### config.mk
export PLATFORM = sky130hd
export DESIGN_NAME = crl_top
export DESIGN_NICKNAME = d
export VERILOG_FILES = /design/src/crl_pkg.sv /design/src/crl_buf.sv /design/src/crl_top.sv
export SDC_FILE = /design/constraint.sdc
export NUM_CORES = 2
export LEC_CHECK = 0
export BUFFER_PORTS_ARGS = -buffer_cell sky130_fd_sc_hd__buf_4
export CAP_MARGIN = 20
export CORE_MARGIN = 3
export CORE_UTILIZATION = 30
export CTS_BUF_LIST = sky130_fd_sc_hd__clkbuf_8 sky130_fd_sc_hd__clkbuf_16
export DETAILED_ROUTE_END_ITERATION = 10
export GPL_ROUTABILITY_DRIVEN = 0
export PLACE_DENSITY = 0.5
export SLEW_MARGIN = 40
export SYNTH_ARGS = -nofsm -noshare
export SYNTH_HDL_FRONTEND = slang
export SYNTH_SLANG_ARGS = --single-unit
export TNS_END_PERCENT = 50
### constraint.sdc
create_clock -name mclk -period 63.2 [get_ports mclk]
set_input_delay 3.16 -clock mclk [delete_from_list [all_inputs] [get_ports mclk]]
set_output_delay 3.16 -clock mclk [all_outputs]
set_load 0.02 [all_outputs]
### src/crl_pkg.sv
// shared constants and types for the correlator configuration and reference load block
package crl_pkg;

    localparam int          STAGES      = 8;
    localparam int          ROW_LEN     = 32;
    localparam int          ARRAY_BITS  = 256;
    localparam int          SUM_W       = 6;
    localparam int          SCORE_W     = 16;
    localparam int          BUF_DEPTH   = 2;

    // register select codes
    localparam logic [2:0]  SEL_ARRAY   = 3'h0;
    localparam logic [2:0]  SEL_CFG     = 3'h1;
    localparam logic [2:0]  SEL_OFFA_HI = 3'h2;
    localparam logic [2:0]  SEL_OFFA_LO = 3'h3;
    localparam logic [2:0]  SEL_DELAY   = 3'h4;
    localparam logic [2:0]  SEL_OFFB_HI = 3'h5;
    localparam logic [2:0]  SEL_OFFB_LO = 3'h6;

    // window configuration codes
    localparam logic [7:0]  CFG_1X256   = 8'h00;
    localparam logic [7:0]  CFG_8X32    = 8'h0F;
    localparam logic [7:0]  CFG_DUAL    = 8'h12;
    localparam logic [7:0]  CFG_RESET   = 8'h00;
    localparam logic [7:0]  BYTE_RESET  = 8'h00;

    // loads needed to fill the arrays per mode
    localparam logic [8:0]  LOADS_1X256 = 9'h100;
    localparam logic [8:0]  LOADS_8X32  = 9'h020;
    localparam logic [8:0]  LOADS_DUAL  = 9'h040;
    localparam logic [8:0]  ARRAY_LOADS = 9'h100;

    // row lanes: group mask for stage heads, index from low config bits
    localparam logic [2:0]  HEAD_MASK   = 3'h7;
    localparam logic [7:0]  WT_UNIT     = 8'h01;
    localparam logic [7:0]  WT_DOUBLE   = 8'h02;
    // per-stage weights of the 8-bit data mode, stage 7 first
    localparam logic [7:0][7:0] WT_BIN  = {8'h80, 8'h08, 8'h20, 8'h04,
                                           8'h40, 8'h02, 8'h10, 8'h01};
    localparam int          DUAL_SPLIT  = 4;

    typedef struct packed {
        logic [2:0] sel;
        logic [7:0] cdat;
        logic [7:0] rdat;
        logic       rld_n;
        logic       cld_n;
        logic       xfr_n;
    } crl_pins_t;

    localparam crl_pins_t PINS_RESET = '{sel: 3'h0, cdat: 8'h00, rdat: 8'h00,
                                         rld_n: 1'b1, cld_n: 1'b1, xfr_n: 1'b1};

    typedef logic [STAGES-1:0][SUM_W-1:0] crl_sums_t;

    typedef struct packed {
        logic [SCORE_W-1:0] a;
        logic [SCORE_W-1:0] b;
    } crl_score_t;

endpackage

### src/crl_buf.sv
// two-entry valid/ready buffer for correlation scores
`timescale 1ns/1ns
module crl_buf #(
    parameter int W = 32,
    parameter int D = 2
) (
    input  wire logic          mclk,
    input  wire logic          sys_rst,
    input  wire logic          in_valid,
    output logic               in_ready,
    input  wire logic [W-1:0]  in_data,
    output logic               out_valid,
    input  wire logic          out_ready,
    output logic [W-1:0]       out_data
);
    localparam int PW = (D > 1) ? $clog2(D) : 1;

    typedef struct packed {
        logic [D-1:0][W-1:0] mem;
        logic [PW-1:0]       wp;
        logic [PW-1:0]       rp;
        logic [PW:0]         cnt;
    } crl_buf_st_t;

    crl_buf_st_t st_r;
    crl_buf_st_t st_nxt;
    logic        push;
    logic        pop;

    function automatic logic [PW-1:0] bump(logic [PW-1:0] p);
        bump = (p == PW'(D - 1)) ? '0 : PW'(p + 1'b1);
    endfunction

    assign in_ready  = (st_r.cnt != (PW + 1)'(D));
    assign out_valid = (st_r.cnt != '0);
    assign out_data  = st_r.mem[st_r.rp];
    assign push      = in_valid && in_ready;
    assign pop       = out_valid && out_ready;

    always_comb
    begin
        st_nxt = st_r;
        if (push)
        begin
            st_nxt.mem[st_r.wp] = in_data;
            st_nxt.wp           = bump(st_r.wp);
        end
        if (pop)
            st_nxt.rp = bump(st_r.rp);
        if (push && !pop)
            st_nxt.cnt = (PW + 1)'(st_r.cnt + 1'b1);
        else if (pop && !push)
            st_nxt.cnt = (PW + 1)'(st_r.cnt - 1'b1);
    end

    always_ff @(posedge mclk or posedge sys_rst)
    begin
        if (sys_rst)
            st_r <= '0;
        else
            st_r <= st_nxt;
    end
endmodule // crl_buf

### src/crl_top.sv
// configuration registers, reference and mask preload and transfer of the correlation array
//
// Summary of operation
// select 000 loads reference and mask together
// 1x256 loads serially on bit 7, 256 strobes
// transfer low pulse copies preload into active
// 8x32 loads eight bits, 32 strobes
// dual 2x64 fills arrays in 64 strobes
// host sets delay zero in dual mode
// config 00000000 selects 1x256 equal weighting
// config 00001111 selects 8x32 binary weighting
// config 00010010 forms two 2-bit correlators
// offset A from upper 010, lower 011
// programmable delay written at address 100
// offset B at 101 and 110, optional
// host may load in 8x32, then reconfigure
// 8-bit mode score sums confidence bytes
// reference strobe rising edge captures reference bus
// host leaves a cycle before transfer
// other addresses latch control byte on rise; the code latches nothing at 111
`timescale 1ns/1ns
module crl_top (
    input  wire logic               mclk,
    input  wire logic               sys_rst,
    input  wire logic [2:0]         register_select,
    input  wire logic [7:0]         control_data_bus,
    input  wire logic [7:0]         reference_data_bus,
    input  wire logic               reference_load_strobe_n,
    input  wire logic               control_load_strobe_n,
    input  wire logic               transfer_strobe_n,
    input  wire crl_pkg::crl_sums_t stage_sum_outputs,
    input  wire logic               sums_valid,
    output logic                    sums_ready,
    output logic [7:0]              window_cfg,
    output logic [15:0]             offset_a,
    output logic [15:0]             offset_b,
    output logic [7:0]              sample_delay,
    output logic                    dual_mode,
    output logic [255:0]            ref_active,
    output logic [255:0]            mask_active,
    output logic                    ref_filled,
    output logic                    mask_filled,
    output crl_pkg::crl_score_t     score,
    output logic                    score_valid,
    input  wire logic               score_ready
);
    ////////////////////////////////////////////////////////////////////////////////
    typedef struct packed {
        crl_pkg::crl_pins_t p1;
        crl_pkg::crl_pins_t p2;
        crl_pkg::crl_pins_t p3;
        logic               rld_lvl;
        logic               cld_lvl;
        logic               xfr_lvl;
        logic [7:0]         cfg;
        logic [7:0]         offa_hi;
        logic [7:0]         offa_lo;
        logic [7:0]         dly;
        logic [7:0]         offb_hi;
        logic [7:0]         offb_lo;
        logic [255:0]       ref_pre;
        logic [255:0]       mask_pre;
        logic [255:0]       ref_act;
        logic [255:0]       mask_act;
        logic [8:0]         ref_cnt;
        logic [8:0]         mask_cnt;
    } crl_state_t;

    localparam crl_state_t ST_RESET = '{
        p1: crl_pkg::PINS_RESET, p2: crl_pkg::PINS_RESET, p3: crl_pkg::PINS_RESET,
        rld_lvl: 1'b1, cld_lvl: 1'b1, xfr_lvl: 1'b1,
        cfg: crl_pkg::CFG_RESET, offa_hi: crl_pkg::BYTE_RESET,
        offa_lo: crl_pkg::BYTE_RESET, dly: crl_pkg::BYTE_RESET,
        offb_hi: crl_pkg::BYTE_RESET, offb_lo: crl_pkg::BYTE_RESET,
        ref_pre: '0, mask_pre: '0, ref_act: '0, mask_act: '0,
        ref_cnt: '0, mask_cnt: '0};

    crl_state_t          st_r;
    crl_state_t          st_nxt;
    crl_pkg::crl_pins_t  pins_in;
    crl_pkg::crl_score_t score_in;
    logic                rld_rise;
    logic                cld_rise;
    logic                xfr_fall;
    logic                arr_sel;

    ////////////////////////////////////////////////////////////////////////////////
    // true when stage r takes its bit straight from a data pin
    function automatic logic is_head(logic [7:0] cfg, logic [2:0] r);
        logic [2:0] gm;
        gm      = crl_pkg::HEAD_MASK >> cfg[1:0];
        is_head = ((r & gm) == gm);
    endfunction

    // one load strobe: each row shifts toward bit 0, heads fed from pins
    function automatic logic [255:0] shift_in(logic [255:0] a, logic [7:0] pins,
                                              logic [7:0] cfg);
        logic [255:0] n;
        logic         b;
        n = a;
        for (int r = 0; r < crl_pkg::STAGES; r++)
        begin
            b = is_head(cfg, 3'(r)) ? pins[r]
                : a[((r + 1) % crl_pkg::STAGES) * crl_pkg::ROW_LEN];
            n[r*crl_pkg::ROW_LEN +: crl_pkg::ROW_LEN] =
                {b, a[r*crl_pkg::ROW_LEN+1 +: crl_pkg::ROW_LEN-1]};
        end
        shift_in = n;
    endfunction

    function automatic logic [8:0] loads_needed(logic [7:0] cfg);
        loads_needed = crl_pkg::ARRAY_LOADS >> cfg[1:0];
    endfunction

    function automatic logic [8:0] count_up(logic [8:0] c);
        count_up = (c == crl_pkg::ARRAY_LOADS) ? c : 9'(c + 1'b1);
    endfunction

    function automatic logic [7:0] weight(logic [7:0] cfg, logic [2:0] r);
        if (cfg == crl_pkg::CFG_8X32)
            weight = crl_pkg::WT_BIN[r];
        else if (cfg == crl_pkg::CFG_DUAL)
            weight = r[1] ? crl_pkg::WT_DOUBLE : crl_pkg::WT_UNIT;
        else
            weight = crl_pkg::WT_UNIT;
    endfunction

    function automatic logic [15:0] wsum(crl_pkg::crl_sums_t s, logic [7:0] cfg,
                                         int lo, int hi);
        logic [15:0] acc;
        acc = '0;
        for (int r = 0; r < crl_pkg::STAGES; r++)
            if (r >= lo && r <= hi)
                acc = 16'(acc + 16'(s[r]) * 16'(weight(cfg, 3'(r))));
        wsum = acc;
    endfunction

    ////////////////////////////////////////////////////////////////////////////////
    // pins are asynchronous to mclk; data lanes ride the same three stages
    assign pins_in = '{sel: register_select, cdat: control_data_bus,
                       rdat: reference_data_bus, rld_n: reference_load_strobe_n,
                       cld_n: control_load_strobe_n, xfr_n: transfer_strobe_n};

    assign rld_rise = (st_r.p2.rld_n == st_r.p3.rld_n) && st_r.p3.rld_n && !st_r.rld_lvl;
    assign cld_rise = (st_r.p2.cld_n == st_r.p3.cld_n) && st_r.p3.cld_n && !st_r.cld_lvl;
    assign xfr_fall = (st_r.p2.xfr_n == st_r.p3.xfr_n) && !st_r.p3.xfr_n && st_r.xfr_lvl;
    assign arr_sel  = (st_r.p3.sel == crl_pkg::SEL_ARRAY);

    always_comb
    begin
        st_nxt    = st_r;
        st_nxt.p1 = pins_in;
        st_nxt.p2 = st_r.p1;
        st_nxt.p3 = st_r.p2;
        if (st_r.p2.rld_n == st_r.p3.rld_n)
            st_nxt.rld_lvl = st_r.p3.rld_n;
        if (st_r.p2.cld_n == st_r.p3.cld_n)
            st_nxt.cld_lvl = st_r.p3.cld_n;
        if (st_r.p2.xfr_n == st_r.p3.xfr_n)
            st_nxt.xfr_lvl = st_r.p3.xfr_n;

        // mode-dependent lanes: serial, 8 rows, or 4 rows in dual
        if (rld_rise && arr_sel)
        begin
            st_nxt.ref_pre = shift_in(st_r.ref_pre, st_r.p3.rdat, st_r.cfg);
            st_nxt.ref_cnt = count_up(st_r.ref_cnt);
        end
        if (cld_rise && arr_sel)
        begin
            st_nxt.mask_pre = shift_in(st_r.mask_pre, st_r.p3.cdat, st_r.cfg);
            st_nxt.mask_cnt = count_up(st_r.mask_cnt);
        end
        if (cld_rise && !arr_sel)
        begin
            case (st_r.p3.sel)
                crl_pkg::SEL_CFG:     st_nxt.cfg     = st_r.p3.cdat;
                crl_pkg::SEL_OFFA_HI: st_nxt.offa_hi = st_r.p3.cdat;
                crl_pkg::SEL_OFFA_LO: st_nxt.offa_lo = st_r.p3.cdat;
                crl_pkg::SEL_DELAY:   st_nxt.dly     = st_r.p3.cdat;
                crl_pkg::SEL_OFFB_HI: st_nxt.offb_hi = st_r.p3.cdat;
                crl_pkg::SEL_OFFB_LO: st_nxt.offb_lo = st_r.p3.cdat;
                default:              st_nxt.cfg     = st_r.cfg;
            endcase
        end
        // a load in the transfer cycle misses it; the host spaces them apart
        if (xfr_fall)
        begin
            st_nxt.ref_act  = st_r.ref_pre;
            st_nxt.mask_act = st_r.mask_pre;
            // a load landing with the transfer still counts toward the next fill
            st_nxt.ref_cnt  = 9'(rld_rise && arr_sel);
            st_nxt.mask_cnt = 9'(cld_rise && arr_sel);
        end
    end

    always_ff @(posedge mclk or posedge sys_rst)
    begin
        if (sys_rst)
            st_r <= ST_RESET;
        else
            st_r <= st_nxt;
    end

    ////////////////////////////////////////////////////////////////////////////////
    assign window_cfg   = st_r.cfg;
    assign offset_a     = {st_r.offa_hi, st_r.offa_lo};
    assign offset_b     = {st_r.offb_hi, st_r.offb_lo};
    assign sample_delay = st_r.dly;
    assign dual_mode    = (st_r.cfg == crl_pkg::CFG_DUAL);
    assign ref_active   = st_r.ref_act;
    assign mask_active  = st_r.mask_act;
    assign ref_filled   = (st_r.ref_cnt >= loads_needed(st_r.cfg));
    assign mask_filled  = (st_r.mask_cnt >= loads_needed(st_r.cfg));

    // dual splits the eight stage sums into two scores
    always_comb
    begin
        score_in = '0;
        if (dual_mode)
        begin
            score_in.a = wsum(stage_sum_outputs, st_r.cfg, crl_pkg::DUAL_SPLIT,
                              crl_pkg::STAGES - 1);
            score_in.b = wsum(stage_sum_outputs, st_r.cfg, 0,
                              crl_pkg::DUAL_SPLIT - 1);
        end
        else
            score_in.a = wsum(stage_sum_outputs, st_r.cfg, 0, crl_pkg::STAGES - 1);
    end

    crl_buf #(
        .W ($bits(crl_pkg::crl_score_t)),
        .D (crl_pkg::BUF_DEPTH)
    ) u_buf (
        .mclk      (mclk),
        .sys_rst   (sys_rst),
        .in_valid  (sums_valid),
        .in_ready  (sums_ready),
        .in_data   (score_in),
        .out_valid (score_valid),
        .out_ready (score_ready),
        .out_data  (score)
    );
endmodule // crl_top

==> run_results.csv <==
group,metric,value,unit
yosys,ys_seq_area_share,53.4,%
yosys,synth_edf_count,0,
global_route,grt_pass1_wl,238000,microns
cts,numCtsBuffers,140,
cts,ctsHoldBuffers,0,
floorplanning,core_area,189000,sq um
routing,first_pass_iters,5,
global_route,top_usage_layer,"met2",
yosys,synth_cells,5866,
timing,fmax,76.8,MHz
yosys,yosysTopAreaCell,"dfrtp_1",
floorplanning,die_y,443,microns
timing,relSlewSlack,44.9,%
timing,hold_viol,0,
timing,period_share,20.6,%
timing,slew_viol_final,0,
global_route,grtUsageMet1,18.5,%
routing,vias,37700,
timing,timing.final.ws_setup,50.17,ns
power,p_int,0.00196,W
placed_design,dpl_cell_area,61100,sq um
cts,cts_buffer_depth,3,
cts,clk_pin_slew,0.06,ns
power,p_clk_share,25.4,%
routing,drt_iter0_drc,2364,
timing,tns,0,ns
yosys,ys_ff_latch,1223,
setup_path,cp_common_cell,"ha_1",
placed_design,io_buffers,668,
final_layout,multi_input_area,21400,sq um
timing,rsz0062_at_grt,"no",
cts,cts_setup_buffers,0,
global_route,gr-total-overflow,0,
setup_path,critPathKind,"in2reg",
yosys,post_synth.cell_area_avg,9.77,sq um
yosys,synth_top_area_share,52.9,%
power,p_leak,36.4,nW
setup_path,cpMaxStageDelayCell,"fa_1",
yosys,yosys-top-cells-area,"dfrtp_1 (53%), nand2_1 (16%), buf_4 (7.4%)",
yosys,synth.most_common_cell,"nand2_1",
final_layout,final_cells,8555,
setup_path,r2r_end,"u_buf.st_r[66]",
timing,setup_viol,0,
power,p_sw,0.00124,W
global_route,grt_pass1_vias,38400,
setup_path,crit_fanout,5,
cts,root_buffer,"clkbuf_16",
final_layout,nFillCells,19100,
floorplanning,floorplan.initialDensity,30.4,%
final_layout,layout.nets,6312,
global_route,grt_max_degree,155,
cts,clkSinkCount,1223,
placed_design,dp_slack,49.45,ns
routing,drc,0,
power,vdd_drop_max,0.207,mV
power,p_comb_share,48.8,%
setup_path,r2r-start,"window_cfg[5]",
final_layout,area_delta_synth_final,15.0,%
placed_design,dp_hpwl,109000,microns
routing,wl_per_cell,18.1,microns
routing,ant_nets,0,
cts,cts_resized,0,
setup_path,cp.required,63.85,ns
setup_path,end_kind,"register",
cts,cts_tree,"yes",
timing,period_needed,13.03,ns
timing,worstMarginPinSlew,0.827,ns
floorplanning,die_w,443,microns
global_route,grt_use_total,15.6,%
floorplanning,die-area,196000,sq um
setup_path,rr_worst_depth,47,
setup_path,crit_path_end,"u_buf.st_r[66]",
cts,clkLatencyLatePin,0.77,ns
final_layout,drive_gt1_share,21.5,%
final_layout,register_area,30600,sq um
floorplanning,core.rowCount,159,
hold_path,min_path_type,"reg2reg",
power,power_frac_seq,25.8,%
yosys,synth_ff_type,"dfrtp_1",
setup_path,start_kind,"primary input",
yosys,netlist_area,57300,sq um
yosys,synth_common_cells,"nand2_1 (2454), dfrtp_1 (1211), buf_4 (562)",
routing,via_per_inst,4.41,
setup_path,crit_start,"stage_sum_outputs[7]",
final_layout,utilization,34.9,%
power,p_sw_share,38.8,%
run_status,status,"finished clean",
floorplanning,ios,671,
yosys,synth.distinct_cells,67,
power,power.density_cell_area,48.6,nW/um^2
global_route,gr-usage-met2,27.8,%
job,drv_cap,0,
setup_path,slowest_delay,0.54,ns
global_route,antenna_found_initial,6,
routing,drt_wl_total,155000,microns
yosys,async_reset_ff_share,100,%
timing,skew,0.0535,ns
cts,h-tree-depth,4,
setup_path,worst_ep_arrival_time,13.68,ns
final_layout,finalInstanceArea,65900,sq um
placed_design,dp_cells,8302,
yosys,ys_warn_count,0,
global_route,met3_usage,2.94,%
setup_path,ff2ff_setup_slack,50.94,ns
## flip-flops by register name, summed over array words and instances (netlist names)
name          count
u_buf.st_r       64
offset_b         16
offset_a         16
ref_active      256
st_nxt           44
sample_delay      8
st_r            555
window_cfg        8
mask_active     256
## cell type report
type                            instances  area share [%]
Clock inverter                         78            1.18
Antenna cell                            4          0.0152
Tap cell                             2495            4.74
Multi-Input combinational cell       3765            32.4
Sequential cell                      1223            46.5
Timing Repair Buffer                  715            8.65
Inverter                              106           0.623
Clock buffer                          169            5.94
## routing by layer
layer / part of all wire [%] / routed length (microns)
met3: 3.8 / 5810
met1: 41 / 63700
met2: 51 / 79700
met5: 0 / 0
met4: 3.6 / 5530
## worst min path at each step
stage / startpoint / cells past startpoint / to / slack (ns)
final: st_nxt[1108] / 0 / st_r[1108] / 0.34
after global routing: st_nxt[1108] / 0 / st_r[1108] / 0.34
after CTS: st_nxt[1108] / 0 / st_r[1108] / 0.34
after detailed placement: st_nxt[1126] / 0 / st_nxt[1104] / 0.33
after global placement: st_nxt[1129] / 0 / st_nxt[1107] / 0.33
after floorplan: st_nxt[1118] / 0 / st_nxt[1096] / 0.33
## cell families after synthesis
logic type               share of synthesized area (%)
flip-flops                                        53.4
adder cells (fa/ha/maj)                           6.66
XOR/XNOR                                          1.77
multiplexers                                      6.87
AND/OR/NAND/NOR                                   18.2
AO/OA/AOI/OAI                                     3.47
other                                          0.00654
buffers and inverters                             9.58
## power by group through the flow
stage	clock network [W]	registers [W]	logic (W)
after floorplan	0	0.000836	0.00120
after global placement	0	0.000839	0.00155
after detailed placement	0	0.000840	0.00156
after CTS	0.000841	0.000826	0.00158
after global routing	0.000873	0.000828	0.00173
final	0.000812	0.000826	0.00156
## cells in the final DEF (no fill, tap or decap), types with 8 or more instances in the layout
master / count
a21o_1: 33
a21oi_1: 83
and2_1: 52
and3_1: 9
buf_12: 11
buf_16: 8
buf_4: 686
buf_6: 10
clkbuf_16: 141
clkbuf_8: 28
clkinv_2: 21
conb_1: 24
dfrtp_1: 1211
dfstp_2: 12
fa_1: 30
ha_1: 257
inv_1: 138
mux2_2: 331
mux2i_1: 21
nand2_1: 2451
nand2b_1: 15
nand3_1: 9
nor2_1: 64
nor2b_1: 12
nor3_1: 9
o21a_1: 19
o21ai_0: 104
o21bai_1: 22
o31ai_1: 9
xnor2_1: 74
xor2_1: 40
## metrics by stage
| stage | total power (W) | hold WS (ns) |
|---|---|---|
| 3_3_place_gp | 0.00239 | 0.332 |
| 5_1_grt | 0.00343 | 0.344 |
| 3_5_place_dp | 0.00240 | 0.335 |
| 6_report | 0.00320 | 0.341 |
| 4_1_cts | 0.00325 | 0.343 |
| 2_1_floorplan | 0.00203 | 0.331 |
## critical path, delay by kind of cell
kind / cells / cell delay [ns]
buf+inv: 3 / 0.24
simple gates: 8 / 1.36
fa+ha+maj: 15 / 5.31
compound gates: 14 / 2.69
xor+xnor: 5 / 0.93
Power figures use the tool's default switching activity.
